File: src/logic/aoc_params.svh
`ifndef AOC_PARAMS_SVH
`define AOC_PARAMS_SVH
// register indices on the plain register port
`define AOC_ADDR_CFG 4'h0
`define AOC_ADDR_STAT 4'h1
// configuration register bit positions
`define AOC_CFG_DDR 0
`define AOC_CFG_EDGE 1
`define AOC_CFG_SWING 2
`define AOC_CFG_DES 3
`define AOC_CFG_QSEL 4
`define AOC_CFG_BGCAL 5
`define AOC_CFG_DCC 6
// reset: ddr, background phase cal and duty-cycle correction on
`define AOC_CFG_RST 16'h0061
// three-level launch-edge pin codes; anything else is floating
`define AOC_LVL_LOW 2'h0
`define AOC_LVL_HIGH 2'h3
// calibration request qualifier, sampling-clock cycles per phase
`define AOC_CAL_REQ 10'h280
// pipeline: taps give 13 and 14 cycles with the output register
`define AOC_PIPE_LEN 13
`define AOC_TAP_PRI 11
`define AOC_TAP_DEL 12
// cycles of invalid words after leaving power down
`define AOC_REFILL 5'h10
`endif

File: src/logic/aoc_pkg.sv
package aoc_pkg;
  // calibration sequencer states
  typedef enum logic [1:0] {
    CAL_WAIT,
    CAL_RUN,
    CAL_IDLE
  } aoc_cal_e;

  // whole state of the core in one record
  typedef struct packed {
    logic pd_s1;
    logic pd_s2;
    logic pdq_s1;
    logic pdq_s2;
    logic calr_s1;
    logic calr_s2;
    logic [1:0] es_s1;
    logic [1:0] es_s2;
    logic des_s1;
    logic des_s2;
    logic ece_s1;
    logic ece_s2;
    logic sw_s1;
    logic sw_s2;
    logic dly_s1;
    logic dly_s2;
    logic [15:0] cfg;
    logic [15:0] rdata;
    aoc_cal_e cst;
    logic [31:0] cnt;
    logic [9:0] req_lo;
    logic [9:0] req_hi;
    logic pd;
    logic [4:0] refill;
    logic valid;
    logic qcal_ok;
    logic [12:0][7:0] pipe_i;
    logic [12:0][7:0] pipe_q;
    logic ddr;
    logic edge_rise;
    logic des;
    logic qsel;
    logic ph;
    logic output_data_clock;
    logic [7:0] ip;
    logic [7:0] id;
    logic [7:0] qp;
    logic [7:0] qd;
    logic oe;
    logic oor;
    logic swing;
    logic dcc;
    logic [7:0] phase_trim;
    logic cal_act;
  } aoc_state_s;
endpackage : aoc_pkg

File: src/logic/aoc_core.sv
// The implementer's own choices: the register addresses and strobed register access.
`timescale 1ns/10ps
`default_nettype none
`include "aoc_params.svh"

// How it works
// - dual-edge: converters sample on opposite clock edges
// - dual-edge words ordered qd, id, qp, ip
// - normal: primary 13 cycles, delayed 14 cycles
// - dual-edge q buses carry rise samples
// - dual-edge pin mode samples I only; registers choose
// - background phase tracking in dual-edge mode
// - duty-cycle correction enabled by default
// - sdr data changes on chosen clock edge
// - sdr clock at word rate, ddr half
// - floating launch pin selects ddr clocking
// - power down: data off, clock and flag low
// - q power down silences only q
// - words invalid until pipeline refills
// - power down waits for running calibration
// - power-up delay frozen while powered down
// - calibration request ignored while powered down
// - calibration skips q while q is off
// - calibration flag high throughout calibration
// - extended control overrides the mode pins
module aoc_core #(
  parameter int unsigned DLY_SHORT = 32'h0200_0000, // short power-up delay
  parameter int unsigned DLY_LONG = 32'h8000_0000, // long power-up delay
  parameter int unsigned CAL_LEN = 32'h0000_8000 // calibration length
) (
  input wire logic ref_clk_i,
  input wire logic rst_i,
  input wire logic [7:0] i_fall_sample_i,
  input wire logic [7:0] q_fall_sample_i,
  input wire logic [7:0] i_rise_sample_i,
  input wire logic [7:0] q_rise_sample_i,
  input wire logic full_power_down_i,
  input wire logic q_channel_power_down_i,
  input wire logic calibration_request_i,
  input wire logic [1:0] launch_edge_level_i,
  input wire logic dual_edge_enable_i,
  input wire logic ext_control_enable_i,
  input wire logic output_swing_select_i,
  input wire logic cal_delay_select_i,
  input wire logic [3:0] reg_addr_i,
  input wire logic [15:0] reg_wdata_i,
  input wire logic reg_wr_i,
  input wire logic reg_rd_i,
  output logic [15:0] reg_rdata_o,
  output logic [7:0] i_bus_primary_o,
  output logic [7:0] i_bus_delayed_o,
  output logic [7:0] q_bus_primary_o,
  output logic [7:0] q_bus_delayed_o,
  output logic data_oe_o,
  output logic output_data_clock_o,
  output logic out_of_range_flag_o,
  output logic calibration_active_o,
  output logic output_swing_o,
  output logic dcc_enable_o,
  output logic word_valid_o
);

  aoc_pkg::aoc_state_s st; // registered state
  aoc_pkg::aoc_state_s d; // next state

  // a byte at either rail means the input left the range
  function automatic logic aoc_rail(input logic [7:0] b);
    aoc_rail = (b == 8'h00) || (b == 8'hff);
  endfunction

  // all next-state logic
  always_comb begin
    logic cal_go;
    logic [31:0] dly_lim;
    logic [7:0] i_in;
    logic [7:0] q_in;
    cal_go = 1'b0;
    dly_lim = DLY_SHORT;
    i_in = i_fall_sample_i;
    q_in = q_fall_sample_i;
    d = st;
    // two-flop synchronisers on every pin input
    d.pd_s1 = full_power_down_i;
    d.pd_s2 = st.pd_s1;
    d.pdq_s1 = q_channel_power_down_i;
    d.pdq_s2 = st.pdq_s1;
    d.calr_s1 = calibration_request_i;
    d.calr_s2 = st.calr_s1;
    d.es_s1 = launch_edge_level_i;
    d.es_s2 = st.es_s1;
    d.des_s1 = dual_edge_enable_i;
    d.des_s2 = st.des_s1;
    d.ece_s1 = ext_control_enable_i;
    d.ece_s2 = st.ece_s1;
    d.sw_s1 = output_swing_select_i;
    d.sw_s2 = st.sw_s1;
    d.dly_s1 = cal_delay_select_i;
    d.dly_s2 = st.dly_s1;

    // software writes the configuration word
    if (reg_wr_i && reg_addr_i == `AOC_ADDR_CFG) begin
      d.cfg = reg_wdata_i;
    end
    // read data stands for one cycle only; unmapped reads zero
    d.rdata = 16'h0000;
    if (reg_rd_i) begin
      if (reg_addr_i == `AOC_ADDR_CFG) begin
        d.rdata = st.cfg;
      end else if (reg_addr_i == `AOC_ADDR_STAT) begin
        d.rdata = {st.phase_trim, 2'b00, st.ddr, st.des,
                   st.qcal_ok, st.valid, st.pd, st.cal_act};
      end
    end

    // effective modes: registers in extended control, else pins
    if (st.ece_s2) begin
      d.ddr = d.cfg[`AOC_CFG_DDR];
      d.edge_rise = d.cfg[`AOC_CFG_EDGE];
      d.des = d.cfg[`AOC_CFG_DES];
      d.qsel = d.cfg[`AOC_CFG_QSEL];
      d.swing = d.cfg[`AOC_CFG_SWING];
      d.dcc = d.cfg[`AOC_CFG_DCC];
    end else begin
      // mid-level pin means ddr; high or low pick the sdr edge
      d.ddr = (st.es_s2 != `AOC_LVL_LOW) && (st.es_s2 != `AOC_LVL_HIGH);
      d.edge_rise = (st.es_s2 == `AOC_LVL_HIGH);
      d.des = st.des_s2;
      d.qsel = 1'b0;
      d.swing = st.sw_s2;
      d.dcc = 1'b1;
    end

    // power-up delay length; extended control has the short one only
    if (!st.ece_s2 && st.dly_s2) begin
      dly_lim = DLY_LONG;
    end

    // request qualifier: long low then long high; dropped in power down
    if (st.pd) begin
      d.req_lo = 10'h000;
      d.req_hi = 10'h000;
    end else if (!st.calr_s2) begin
      d.req_hi = 10'h000;
      if (st.req_lo != `AOC_CAL_REQ) begin
        d.req_lo = st.req_lo + 10'h001;
      end
    end else if (st.req_lo == `AOC_CAL_REQ) begin
      if (st.req_hi == `AOC_CAL_REQ - 10'h001) begin
        cal_go = 1'b1;
        d.req_lo = 10'h000;
        d.req_hi = 10'h000;
      end else begin
        d.req_hi = st.req_hi + 10'h001;
      end
    end

    // q calibration goes stale whenever q is switched off
    if (st.pdq_s2) begin
      d.qcal_ok = 1'b0;
    end

    // calibration sequencer
    unique case (st.cst)
      aoc_pkg::CAL_WAIT: begin
        // delay counter frozen while the power-down pin is high
        // also wait for the lagging power-down state so a run never starts powered down
        if (!st.pd_s2 && !st.pd) begin
          if (st.cnt == dly_lim - 32'h0000_0001) begin
            d.cst = aoc_pkg::CAL_RUN;
            d.cnt = 32'h0000_0000;
          end else begin
            d.cnt = st.cnt + 32'h0000_0001;
          end
        end
      end
      aoc_pkg::CAL_RUN: begin
        if (st.cnt == 32'(CAL_LEN - 1)) begin
          d.cst = aoc_pkg::CAL_IDLE;
          d.cnt = 32'h0000_0000;
          d.qcal_ok = !st.pdq_s2;
        end else begin
          d.cnt = st.cnt + 32'h0000_0001;
        end
      end
      aoc_pkg::CAL_IDLE: begin
        // a request seen in power down never starts later
        if (cal_go && !st.pd) begin
          d.cst = aoc_pkg::CAL_RUN;
        end
      end
      default: begin
        // unused code: park the sequencer idle
        d.cst = aoc_pkg::CAL_IDLE;
      end
    endcase
    d.cal_act = (d.cst == aoc_pkg::CAL_RUN);

    // power down follows the pin except while calibrating
    if (d.cst != aoc_pkg::CAL_RUN) begin
      d.pd = st.pd_s2;
    end

    // refill timer: the pipeline holds stale words after waking
    if (d.pd) begin
      d.refill = `AOC_REFILL;
    end else if (st.refill != 5'h00) begin
      d.refill = st.refill - 5'h01;
    end
    d.valid = !d.pd && (d.refill == 5'h00);

    // converter inputs: dual-edge feeds both from one input
    if (d.des) begin
      i_in = d.qsel ? q_fall_sample_i : i_fall_sample_i;
      q_in = d.qsel ? q_rise_sample_i : i_rise_sample_i;
    end
    if (st.pdq_s2) begin
      q_in = 8'h00;
    end
    d.pipe_i = {st.pipe_i[`AOC_PIPE_LEN-2:0], i_in};
    d.pipe_q = {st.pipe_q[`AOC_PIPE_LEN-2:0], q_in};

    // background phase tracking nudges a trim toward equal levels
    if (d.des && !d.pd && (!st.ece_s2 || d.cfg[`AOC_CFG_BGCAL])) begin
      if (q_in > i_in && st.phase_trim != 8'hff) begin
        d.phase_trim = st.phase_trim + 8'h01;
      end else if (q_in < i_in && st.phase_trim != 8'h00) begin
        d.phase_trim = st.phase_trim - 8'h01;
      end
    end

    // output word every second cycle; 1:2 demux per converter
    d.ph = !st.ph;
    if (d.pd) begin
      // buses released; clock and range flag held low
      d.ip = 8'h00;
      d.id = 8'h00;
      d.qp = 8'h00;
      d.qd = 8'h00;
      d.output_data_clock = 1'b0;
      d.oor = 1'b0;
    end else if (st.ph) begin
      // all four bytes load together; rise samples lead by half a cycle,
      // so oldest to newest reads qd, id, qp, ip in dual-edge mode
      d.ip = st.pipe_i[`AOC_TAP_PRI];
      d.id = st.pipe_i[`AOC_TAP_DEL];
      d.qp = st.pipe_q[`AOC_TAP_PRI];
      d.qd = st.pipe_q[`AOC_TAP_DEL];
      d.oor = aoc_rail(st.pipe_i[`AOC_TAP_PRI]) || aoc_rail(st.pipe_i[`AOC_TAP_DEL])
              || aoc_rail(st.pipe_q[`AOC_TAP_PRI]) || aoc_rail(st.pipe_q[`AOC_TAP_DEL]);
      // ddr toggles per word; sdr puts the chosen edge on the word
      d.output_data_clock = d.ddr ? !st.output_data_clock : d.edge_rise;
    end else if (!d.ddr) begin
      d.output_data_clock = !d.edge_rise;
    end
    d.oe = !d.pd;
  end

  // one register for the whole state
  always_ff @(posedge ref_clk_i or posedge rst_i) begin
    if (rst_i) begin
      st <= '0;
      st.cfg <= `AOC_CFG_RST;
    end else begin
      st <= d;
    end
  end

  // outputs come straight from the state flops
  assign reg_rdata_o = st.rdata;
  assign i_bus_primary_o = st.ip;
  assign i_bus_delayed_o = st.id;
  assign q_bus_primary_o = st.qp;
  assign q_bus_delayed_o = st.qd;
  assign data_oe_o = st.oe;
  assign output_data_clock_o = st.output_data_clock;
  assign out_of_range_flag_o = st.oor;
  assign calibration_active_o = st.cal_act;
  assign output_swing_o = st.swing;
  assign dcc_enable_o = st.dcc;
  assign word_valid_o = st.valid;
endmodule // aoc_core
`default_nettype wire

File: config.mk
export PLATFORM = sky130hd
export DESIGN_NAME = aoc_core
export DESIGN_NICKNAME = d
export VERILOG_FILES = /design/src/logic/aoc_pkg.sv /design/src/logic/aoc_core.sv
export VERILOG_INCLUDE_DIRS = /design/src /design/src/logic
export SDC_FILE = /design/constraint.sdc
export NUM_CORES = 1
export LEC_CHECK = 0
export BUFFER_PORTS_ARGS = -buffer_cell sky130_fd_sc_hd__buf_2
export CAP_MARGIN = 20
export CORE_MARGIN = 8
export CORE_UTILIZATION = 63
export CTS_CLUSTER_SIZE = 20
export DETAILED_ROUTE_END_ITERATION = 6
export MAX_ROUTING_LAYER = met4
export PLACE_DENSITY = 0.81
export SLEW_MARGIN = 20
export SYNTH_ARGS = -nofsm -noshare
export SYNTH_HDL_FRONTEND = slang
export SYNTH_SLANG_ARGS = --single-unit
export TNS_END_PERCENT = 1
File: constraint.sdc
create_clock -name ref_clk_i -period 20.7 [get_ports ref_clk_i]
set_clock_uncertainty 0.15 [all_clocks]
set_input_delay 4.14 -clock ref_clk_i [delete_from_list [all_inputs] [get_ports ref_clk_i]]
set_output_delay 4.14 -clock ref_clk_i [all_outputs]
set_load 0.005 [all_outputs]
After elaboration in Yosys (flattened, before gate mapping)
Cells that the tools add are included.
{"block": "classes", "add_sub_neg": 7, "multipliers": 0, "div_mod_pow": 0, "magnitude_cmp": 2, "n_eq_ne": 21, "shift": 0, "mux": 45, "n_bitwise": 0, "n_reduce_logical": 43}
{"op": "$mux 32", "count": 4}
{"op": "$pmux 32 s2", "count": 1}
{"op": "$mux 20", "count": 3}
{"op": "$mux 8", "count": 7}
{"op": "$mux 16", "count": 3}
{"op": "$mux 34", "count": 1}
{"op": "$mux 33", "count": 1}
{"op": "$add 32x1->32 const B", "count": 1}
{"op": "$eq 32x15->1 const B", "count": 1}
{"op": "$eq 32x32->1", "count": 1}
{"op": "$eq 8x8->1 const B", "count": 4}
{"op": "$logic_not 8->1", "count": 4}
{"op": "$sub 32x1->32 const B", "count": 1}
{"op": "$mux 10", "count": 3}
{"op": "$add 10x1->10 const B", "count": 2}
{"op": "$eq 10x10->1 const B", "count": 2}
{"op": "$mux 1", "count": 13}
{"op": "$logic_and 1x1->1", "count": 10}
{"op": "$mux 5", "count": 2}
{"op": "$ne 10x10->1 const B", "count": 1}
{"op": "$ne 3x2->1 const B", "count": 3}
{"op": "$add 8x1->8 const B", "count": 1}
{"op": "$gt 8x8->1", "count": 1}
{"op": "$logic_not 1->1", "count": 8}
{"op": "23 further kinds", "count": 40}
{"block": "totals", "regBits": 369, "latchBits": 0, "mem_bits_rw": 0, "romBits": 0, "inputBits": 65, "out_inout_bits": 55, "word_cells": 185, "n_memories": 0}

Depth between registers and ports, before layout
Gate-level depths: netlist (run 1).
{"block": "logic_depth", "ltp_word": 14, "ltp_mapped": 21, "mapped_depth_nobuf": 20}

Worst setup path after synthesis (run 1)
Ideal clock, no wire load.
{"block": "synth_path", "path_type": "input -> register", "start": "input port reg_addr_i[0]", "end": "register st[8] (netlist name)", "setup_ns": 0.123, "arrival_time_ns": 8.419, "required_time_ns": 20.427, "setup_slack_ns": 12.007, "path_stages": 21, "n_path_buf": 3, "path_cell_list": "buf_2 -> nand3b_1 -> mux2_2 -> and2_1 -> buf_2 -> nand2_1 -> buf_2 -> mux2i_1 -> ha_1 -> o21ai_0 -> a21oi_1 -> o21a_1 -> o211ai_1 -> ha_1 -> a21o_1 -> a211oi_1 -> o21ai_0 -> o211ai_1 -> mux2i_1 -> nand3b_1 -> xnor2_1"}
{"element": "from (decl)", "line_no": "aoc_core.sv:45", "text": "input wire logic [3:0] reg_addr_i,"}
{"element": "to (decl)", "line_no": "aoc_core.sv:63", "text": "aoc_pkg::aoc_state_s st;"}

==> results of run 1 <==
-- logic make-up after synthesis --
logic type / count (synthesis) / share of synthesized area
flip-flops: 369 / 0.694
AND/OR/NAND/NOR: 284 / 0.104
multiplexers: 97 / 0.0758
buffers and inverters: 85 / 0.0380
AO/OA/AOI/OAI: 69 / 0.0329
XOR/XNOR: 54 / 0.0355
adder cells (fa/ha/maj): 21 / 0.0203
-- power breakdown --
part / total (uW) / switching (uW) / internal, uW
clock: 695 / 264 / 430
combinational: 171 / 92.8 / 78.3
sequential: 833 / 46.9 / 786
total: 1700 / 404 / 1290
-- flip-flops by register name, indices dropped and copies added, names as in the netlist --
register / cells
calibration_active_o: 1
d: 201
data_oe_o: 1
dcc_enable_o: 1
i_bus_delayed_o: 8
i_bus_primary_o: 8
out_of_range_flag_o: 1
output_data_clock_o: 1
output_swing_o: 1
q_bus_delayed_o: 8
q_bus_primary_o: 8
reg_rdata_o: 16
st: 113
word_valid_o: 1
-- worst max-delay path: cells and delay by family --
| family | cells | cell delay (ps) |
|---|---|---|
| buffers and inverters | 2 | 670 |
| adders and majority gates | 2 | 620 |
| and+or+nand+nor | 4 | 1180 |
| AOI/OAI and AO/OA | 8 | 1850 |
| muxes | 3 | 840 |
| xor gates and xnor gates | 1 | 150 |
-- cell usage after synthesis (2+ instances only) --
master and instances:
dfrtp_1 366, xnor2_1 24, mux2i_1 66, and2_1 2, o211ai_1 3, xor2_1 30
buf_1 2, clkbuf_1 16, nand3_1 15, dfstp_2 3, nor2_1 122, a21o_1 5
nor4_1 19, inv_1 14, ha_1 20, o21ai_0 22, and3_1 11, nor3_1 15
nand2_1 46, a211oi_1 10, o21a_1 3, o21bai_1 2, nand4b_1 2, a21oi_1 12
nor2b_1 2, or3_1 4, nor3b_1 2, nand2b_1 5, nand4_1 23, buf_2 5
nand3b_1 3, buf_4 48, mux2_2 31, and4_1 4
-- layout make-up --
class / instances / area (sq um) / area share
flip-flops and latches: 369 / 9240 / 0.609
repair buffers: 123 / 658 / 0.0434
clock inverters: 9 / 186 / 0.0123
clock buffers: 53 / 1100 / 0.0723
well taps: 275 / 344 / 0.0227
multi-input cells: 525 / 3580 / 0.236
inverters: 14 / 65.1 / 0.00429
-- stage by stage --
stage          power (uW)  hold slack, ps  utilization
5_1_grt              1770             196        0.726
2_1_floorplan         959             181            -
3_3_place_gp          994             181        0.663
4_1_cts              1710             191        0.725
3_5_place_dp         1010             185        0.663
6_report             1700             191        0.726
-- worst max-delay path by stage --
stage,from,end,cells after the start
after floorplan,rst_i,calibration_active_o,1
after global placement,reg_addr_i[0],st[8],21
after detailed placement,reg_addr_i[0],st[8],21
after CTS,reg_addr_i[0],st[8],21
after global routing,reg_addr_i[0],st[8],21
final,reg_addr_i[0],st[8],20
-- per-layer routing --
| metal | GRT usage | wire (um) | vias up |
|---|---|---|---|
| met3 | 0.0407 | 1570 | 71 |
| met5 | - | 0 | - |
| met2 | 0.332 | 12900 | 292 |
| met4 | 0.0791 | 796 | 0 |
| li1 | - | - | 3469 |
| met1 | 0.262 | 10900 | 3896 |
==> qor.yml, run 1 <==
yosys:
  avgSynthCellArea_sq_um: 13.6
  synth_seq_cells: 369
  yosysTopAreaCell: "dfrtp_1"
  synthDistinctLibCells: 56
  synth_fp_nets: 1065
  syn-cell-area_sq_um: 13300
  synth-main-ff-cell: "dfrtp_1"
  netlist_instances: 979
  yosysTopAreaCellShare: 0.688
  synthArstFlopShare: 1.00
  ys_seq_area_frac: 0.694
  ys.warnings.count: 0
  yosys-top-cells-area: "dfrtp_1, mux2i_1, nor2_1"
  synth_edf_count: 0
clock_tree:
  cts_buffer_depth: 3
  cts_setup_buffers: 0
  htree_levels: 2
  clkLatencyLatePin_ps: 520
  clk_pin_slew_worst_paths_ps: 60
  root_buffer: "clkbuf_16"
  tritoncts: "done"
  clock_sinks: 369
  cts_hold_buf: 0
  cts_resized: 0
  cts_made_buffers: 36
placed_design:
  dpl_worst_slack_ps: 10540
  dp.cells: 1305
  dpl.hpwl_um: 15200
  port_buffers: 119
  postPlaceCellArea_sq_um: 13900
  place_congestion: 0.848
hold_path:
  min_to: "d[182]"
  hold_class: "reg -> reg"
  holdPathStages: 0
  hp-start: "d[174]"
route:
  drc: 0
  first_pass_iters: 5
  num_vias: 7728
  viasPerCell: 5.65
  drt_wl_total_um: 26200
  initialDrtViolationCount: 455
  post_drt_wl_per_cell_um: 19.2
  ant_nets: 0
worst_setup_path:
  cp_slowest_stage_delay_ps: 620
  r2r_start: "st[357]"
  ff2ff_setup_slack_ps: 15410
  reg2reg_depth: 16
  critical-path-slowest-cell: "o211ai_1"
  critPathCaptureType: "flop"
  crit_chain: "buf_2, nand3b_1, buf_4, mux2_2, and2_1, nand2_1, mux2i_1, ha_1, o21ai_0, a21oi_1, o21a_1, o211ai_1, ha_1, a21o_1, a211oi_1, o21ai_0, o211ai_1, mux2i_1, nand3b_1, xnor2_1"
  required_ps: 20950
  cp.arrival_ps: 9490
  crit_fanout: 17
  r2r-end: "st[8]"
  crit_type: "in -> reg"
  critPathLaunchType: "primary input"
final_layout:
  area_delta_synth_final_pct: 13.9
  antenna_cells: 0
  final_common_cell: "dfrtp_1"
  fin_area_sq_um: 15200
  fillers: 1268
  layoutNonFillerInstCount: 1368
  final_nets: 1155
  final_cell_mix: "dfrtp_1, nor2_1, buf_2, mux2i_1, nand2_1"
  drive_gt1_frac: 0.203
run_status:
  status: "completed"
timing:
  setup_viol: 0
  tns_ps: 0
  fin_ws_ps: 11460
  period_share: 0.446
  tightest_slew_ps: 1140
  fmaxAchievable_ghz: 0.108
  fin_crit_ps: 9240
  slew_headroom: 0.240
  hold_viol: 0
  drv_slew: 0
  rsz0062_at_grt: "false"
floorplanning:
  core_area_sq_um: 20900
  die_h_um: 161
  floorplan.rows: 53
  fp.dieW_um: 161
  ios: 120
  dieArea_sq_um: 26100
  start_util: 0.638
global_route:
  overflow: 0
  grt_max_degree: 213
  grt_usage: 0.208
  antenna_found_initial: 0
  grt_pass1_wl_um: 42000
  grt_pass1_vias: 8144
power_and_ir_drop:
  max-vdd-ir-drop_mv: 0.0780
  leakage_uw: 0.00749
  power-per-cell-area_nw_per_um2: 112
flow_run:
  maxCapViolations: 0
(Power assumes the default switching activity.)
==> inputs of run 2 (changes only) <==
Settings changed: CORE_UTILIZATION 63 to 59, PLACE_DENSITY 0.81 to 0.76.
Clock period 20.7 ns to 9.3 ns, I/O delays scaled along.
==> run 2 against run 1 <==
Compared with the run above: wire length decreased by 3.1%; total power rose by 120%; critical path depth did not move; sequential share of layout area about the same; sequential power up 120%; flip-flop and latch count is the same; critical path type unchanged; largest cell class unchanged.
==> qor.yml, run 2 (same netlist as run 1, synthesis figures left out) <==
run_status:
  status: "completed"
final_layout:
  antenna_cells: 0
  final_common_cell: "dfrtp_1"
  fin_util: 0.677
  fin_area_sq_um: 15200
  drive_gt1_frac: 0.209
  area_delta_synth_final_pct: 14.0
  final_cell_mix: "dfrtp_1, nor2_1, buf_2, mux2i_1, nand2_1"
  largest_reg_flops: 201
  final_nets: 1159
power_and_ir_drop:
  power_frac_seq: 0.491
  leakage_uw: 0.00749
  p_comb_frac: 0.100
  power-per-cell-area_nw_per_um2: 248
  p_sw_frac: 0.244
  clkPwrFrac: 0.410
  max-vdd-ir-drop_mv: 0.210
  internal-power_uw: 2850
  p_sw_uw: 919
timing:
  tns_ps: 0
  slew_headroom: 0.320
  fin_ws_ps: 2130
  tightest_slew_ps: 1020
  fmaxAchievable_ghz: 0.140
  period_share: 0.771
  rsz0062_at_grt: "false"
  drv_slew: 0
  setup_viol: 0
  fin_crit_ps: 7170
  holdWs_ps: 186
  hold_viol: 0
worst_setup_path:
  path_buf_inv: 2
  critPathLaunchType: "primary input"
  crit_type: "in -> reg"
  cp.arrival_ps: 7410
  crit_fanout: 17
  crit_chain: "buf_2, nand3b_1, buf_4, mux2_2, and2_1, nand2_1, mux2i_1, ha_1, o21ai_0, a21oi_1, o21a_1, o211ai_1, ha_1, a21o_1, a211oi_1, o21ai_0, o211ai_1, mux2i_1, nand3b_1, xnor2_1"
  critPathCaptureType: "flop"
  cp_slowest_stage_delay_ps: 600
  critical-path-slowest-cell: "o211ai_1"
  crit_family: "compound AO/OA/AOI/OAI gates"
  required_ps: 9540
  ff2ff_setup_slack_ps: 4120
route:
  ant_nets: 0
  drc: 0
  drt_wl_total_um: 25400
  num_vias: 7582
  post_drt_wl_per_cell_um: 18.3
  first_pass_iters: 7
  viasPerCell: 5.47
  initialDrtViolationCount: 529
clock_tree:
  root_buffer: "clkbuf_16"
  clkLatencyLatePin_ps: 520
  cts_buffer_depth: 3
  cts_setup_buffers: 0
  cts_made_buffers: 37
  cts_hold_buf: 0
  cts_resized: 0
  htree_levels: 2
  clk_pin_slew_worst_paths_ps: 70
  clock_sinks: 369
  tritoncts: "done"
floorplanning:
  ios: 120
  start_util: 0.594
  die_h_um: 166
  core_area_sq_um: 22400
  dieArea_sq_um: 27600
  floorplan.rows: 55
  fp.dieW_um: 166
placed_design:
  dpl.hpwl_um: 15500
  dpl_worst_slack_ps: 1690
  place_congestion: 0.850
  postPlaceCellArea_sq_um: 13900
  port_buffers: 119
global_route:
  grt_pass1_vias: 8207
  grt_pass1_wl_um: 42600
  antenna_found_initial: 0
  grt_usage: 0.194
  grt_max_degree: 194
  overflow: 0
hold_path:
  hold_class: "reg -> reg"
flow_run:
  maxCapViolations: 0
-- run 2: cell types whose count changed in the layout (fill, tap and decap cells not counted), sizes merged --
cell      change
clkinvlp      +4
inv           +3
clkbuf        -6
clkinv        +4
buf           +3
-- run 2: power groups by stage --
stage	registers, uW	clock network [uW]	logic [uW]
floorplan	1840	0	296
global placement	1860	0	358
detailed placement	1870	0	372
CTS	1850	1580	378
global route	1860	1640	422
finish	1850	1540	375
-- run 2: layout make-up --
class / count / area, sq um
multi-input combinational: 525 / 3580
clock buffer: 47 / 1010
inverter: 14 / 56.3
clock inverter: 20 / 275
tap: 285 / 357
timing repair buffer: 126 / 661
sequential: 369 / 9240
fill: 1491 / 7260
-- run 2: worst reg2reg max path, stage by stage, from the launching register on --
cell and delay (ps):
dfrtp_1 650, and2_1 500, nand2_1 530, mux2i_1 310, ha_1 270, o21ai_0 170
a21oi_1 90, o21a_1 180, o211ai_1 600, ha_1 370, a21o_1 170, a211oi_1 340
o21ai_0 140, o211ai_1 120, mux2i_1 210, nand3b_1 120, xnor2_1 160
-- run 2: metrics by stage --
step / power [uW] / instances
floorplan: 2130 / 979
global placement: 2220 / 1318
detailed placement: 2240 / 1318
CTS: 3810 / 1385
global route: 3930 / 1386
finish: 3770 / 1386
-- run 2: path summary, 6_finish.rpt --
path                                     from             end  depth (start not counted)
worst min-delay path                   d[103]          d[111]                          0
max in group asynchronous               rst_i  reg_rdata_o[8]                          3
worst max register to register        st[357]           st[8]                         16
worst min register to register         d[103]          d[111]                          0
min in group asynchronous               rst_i    word_valid_o                          2
worst max-delay path            reg_addr_i[0]           st[8]                         20
-- run 2: metal layers --
metal	vias up	GRT usage	routed length, um
met5	-	-	0
met4	0	0.0615	647
met3	52	0.0385	1210
met2	239	0.318	12500
met1	3806	0.242	11000
li1	3485	-	-
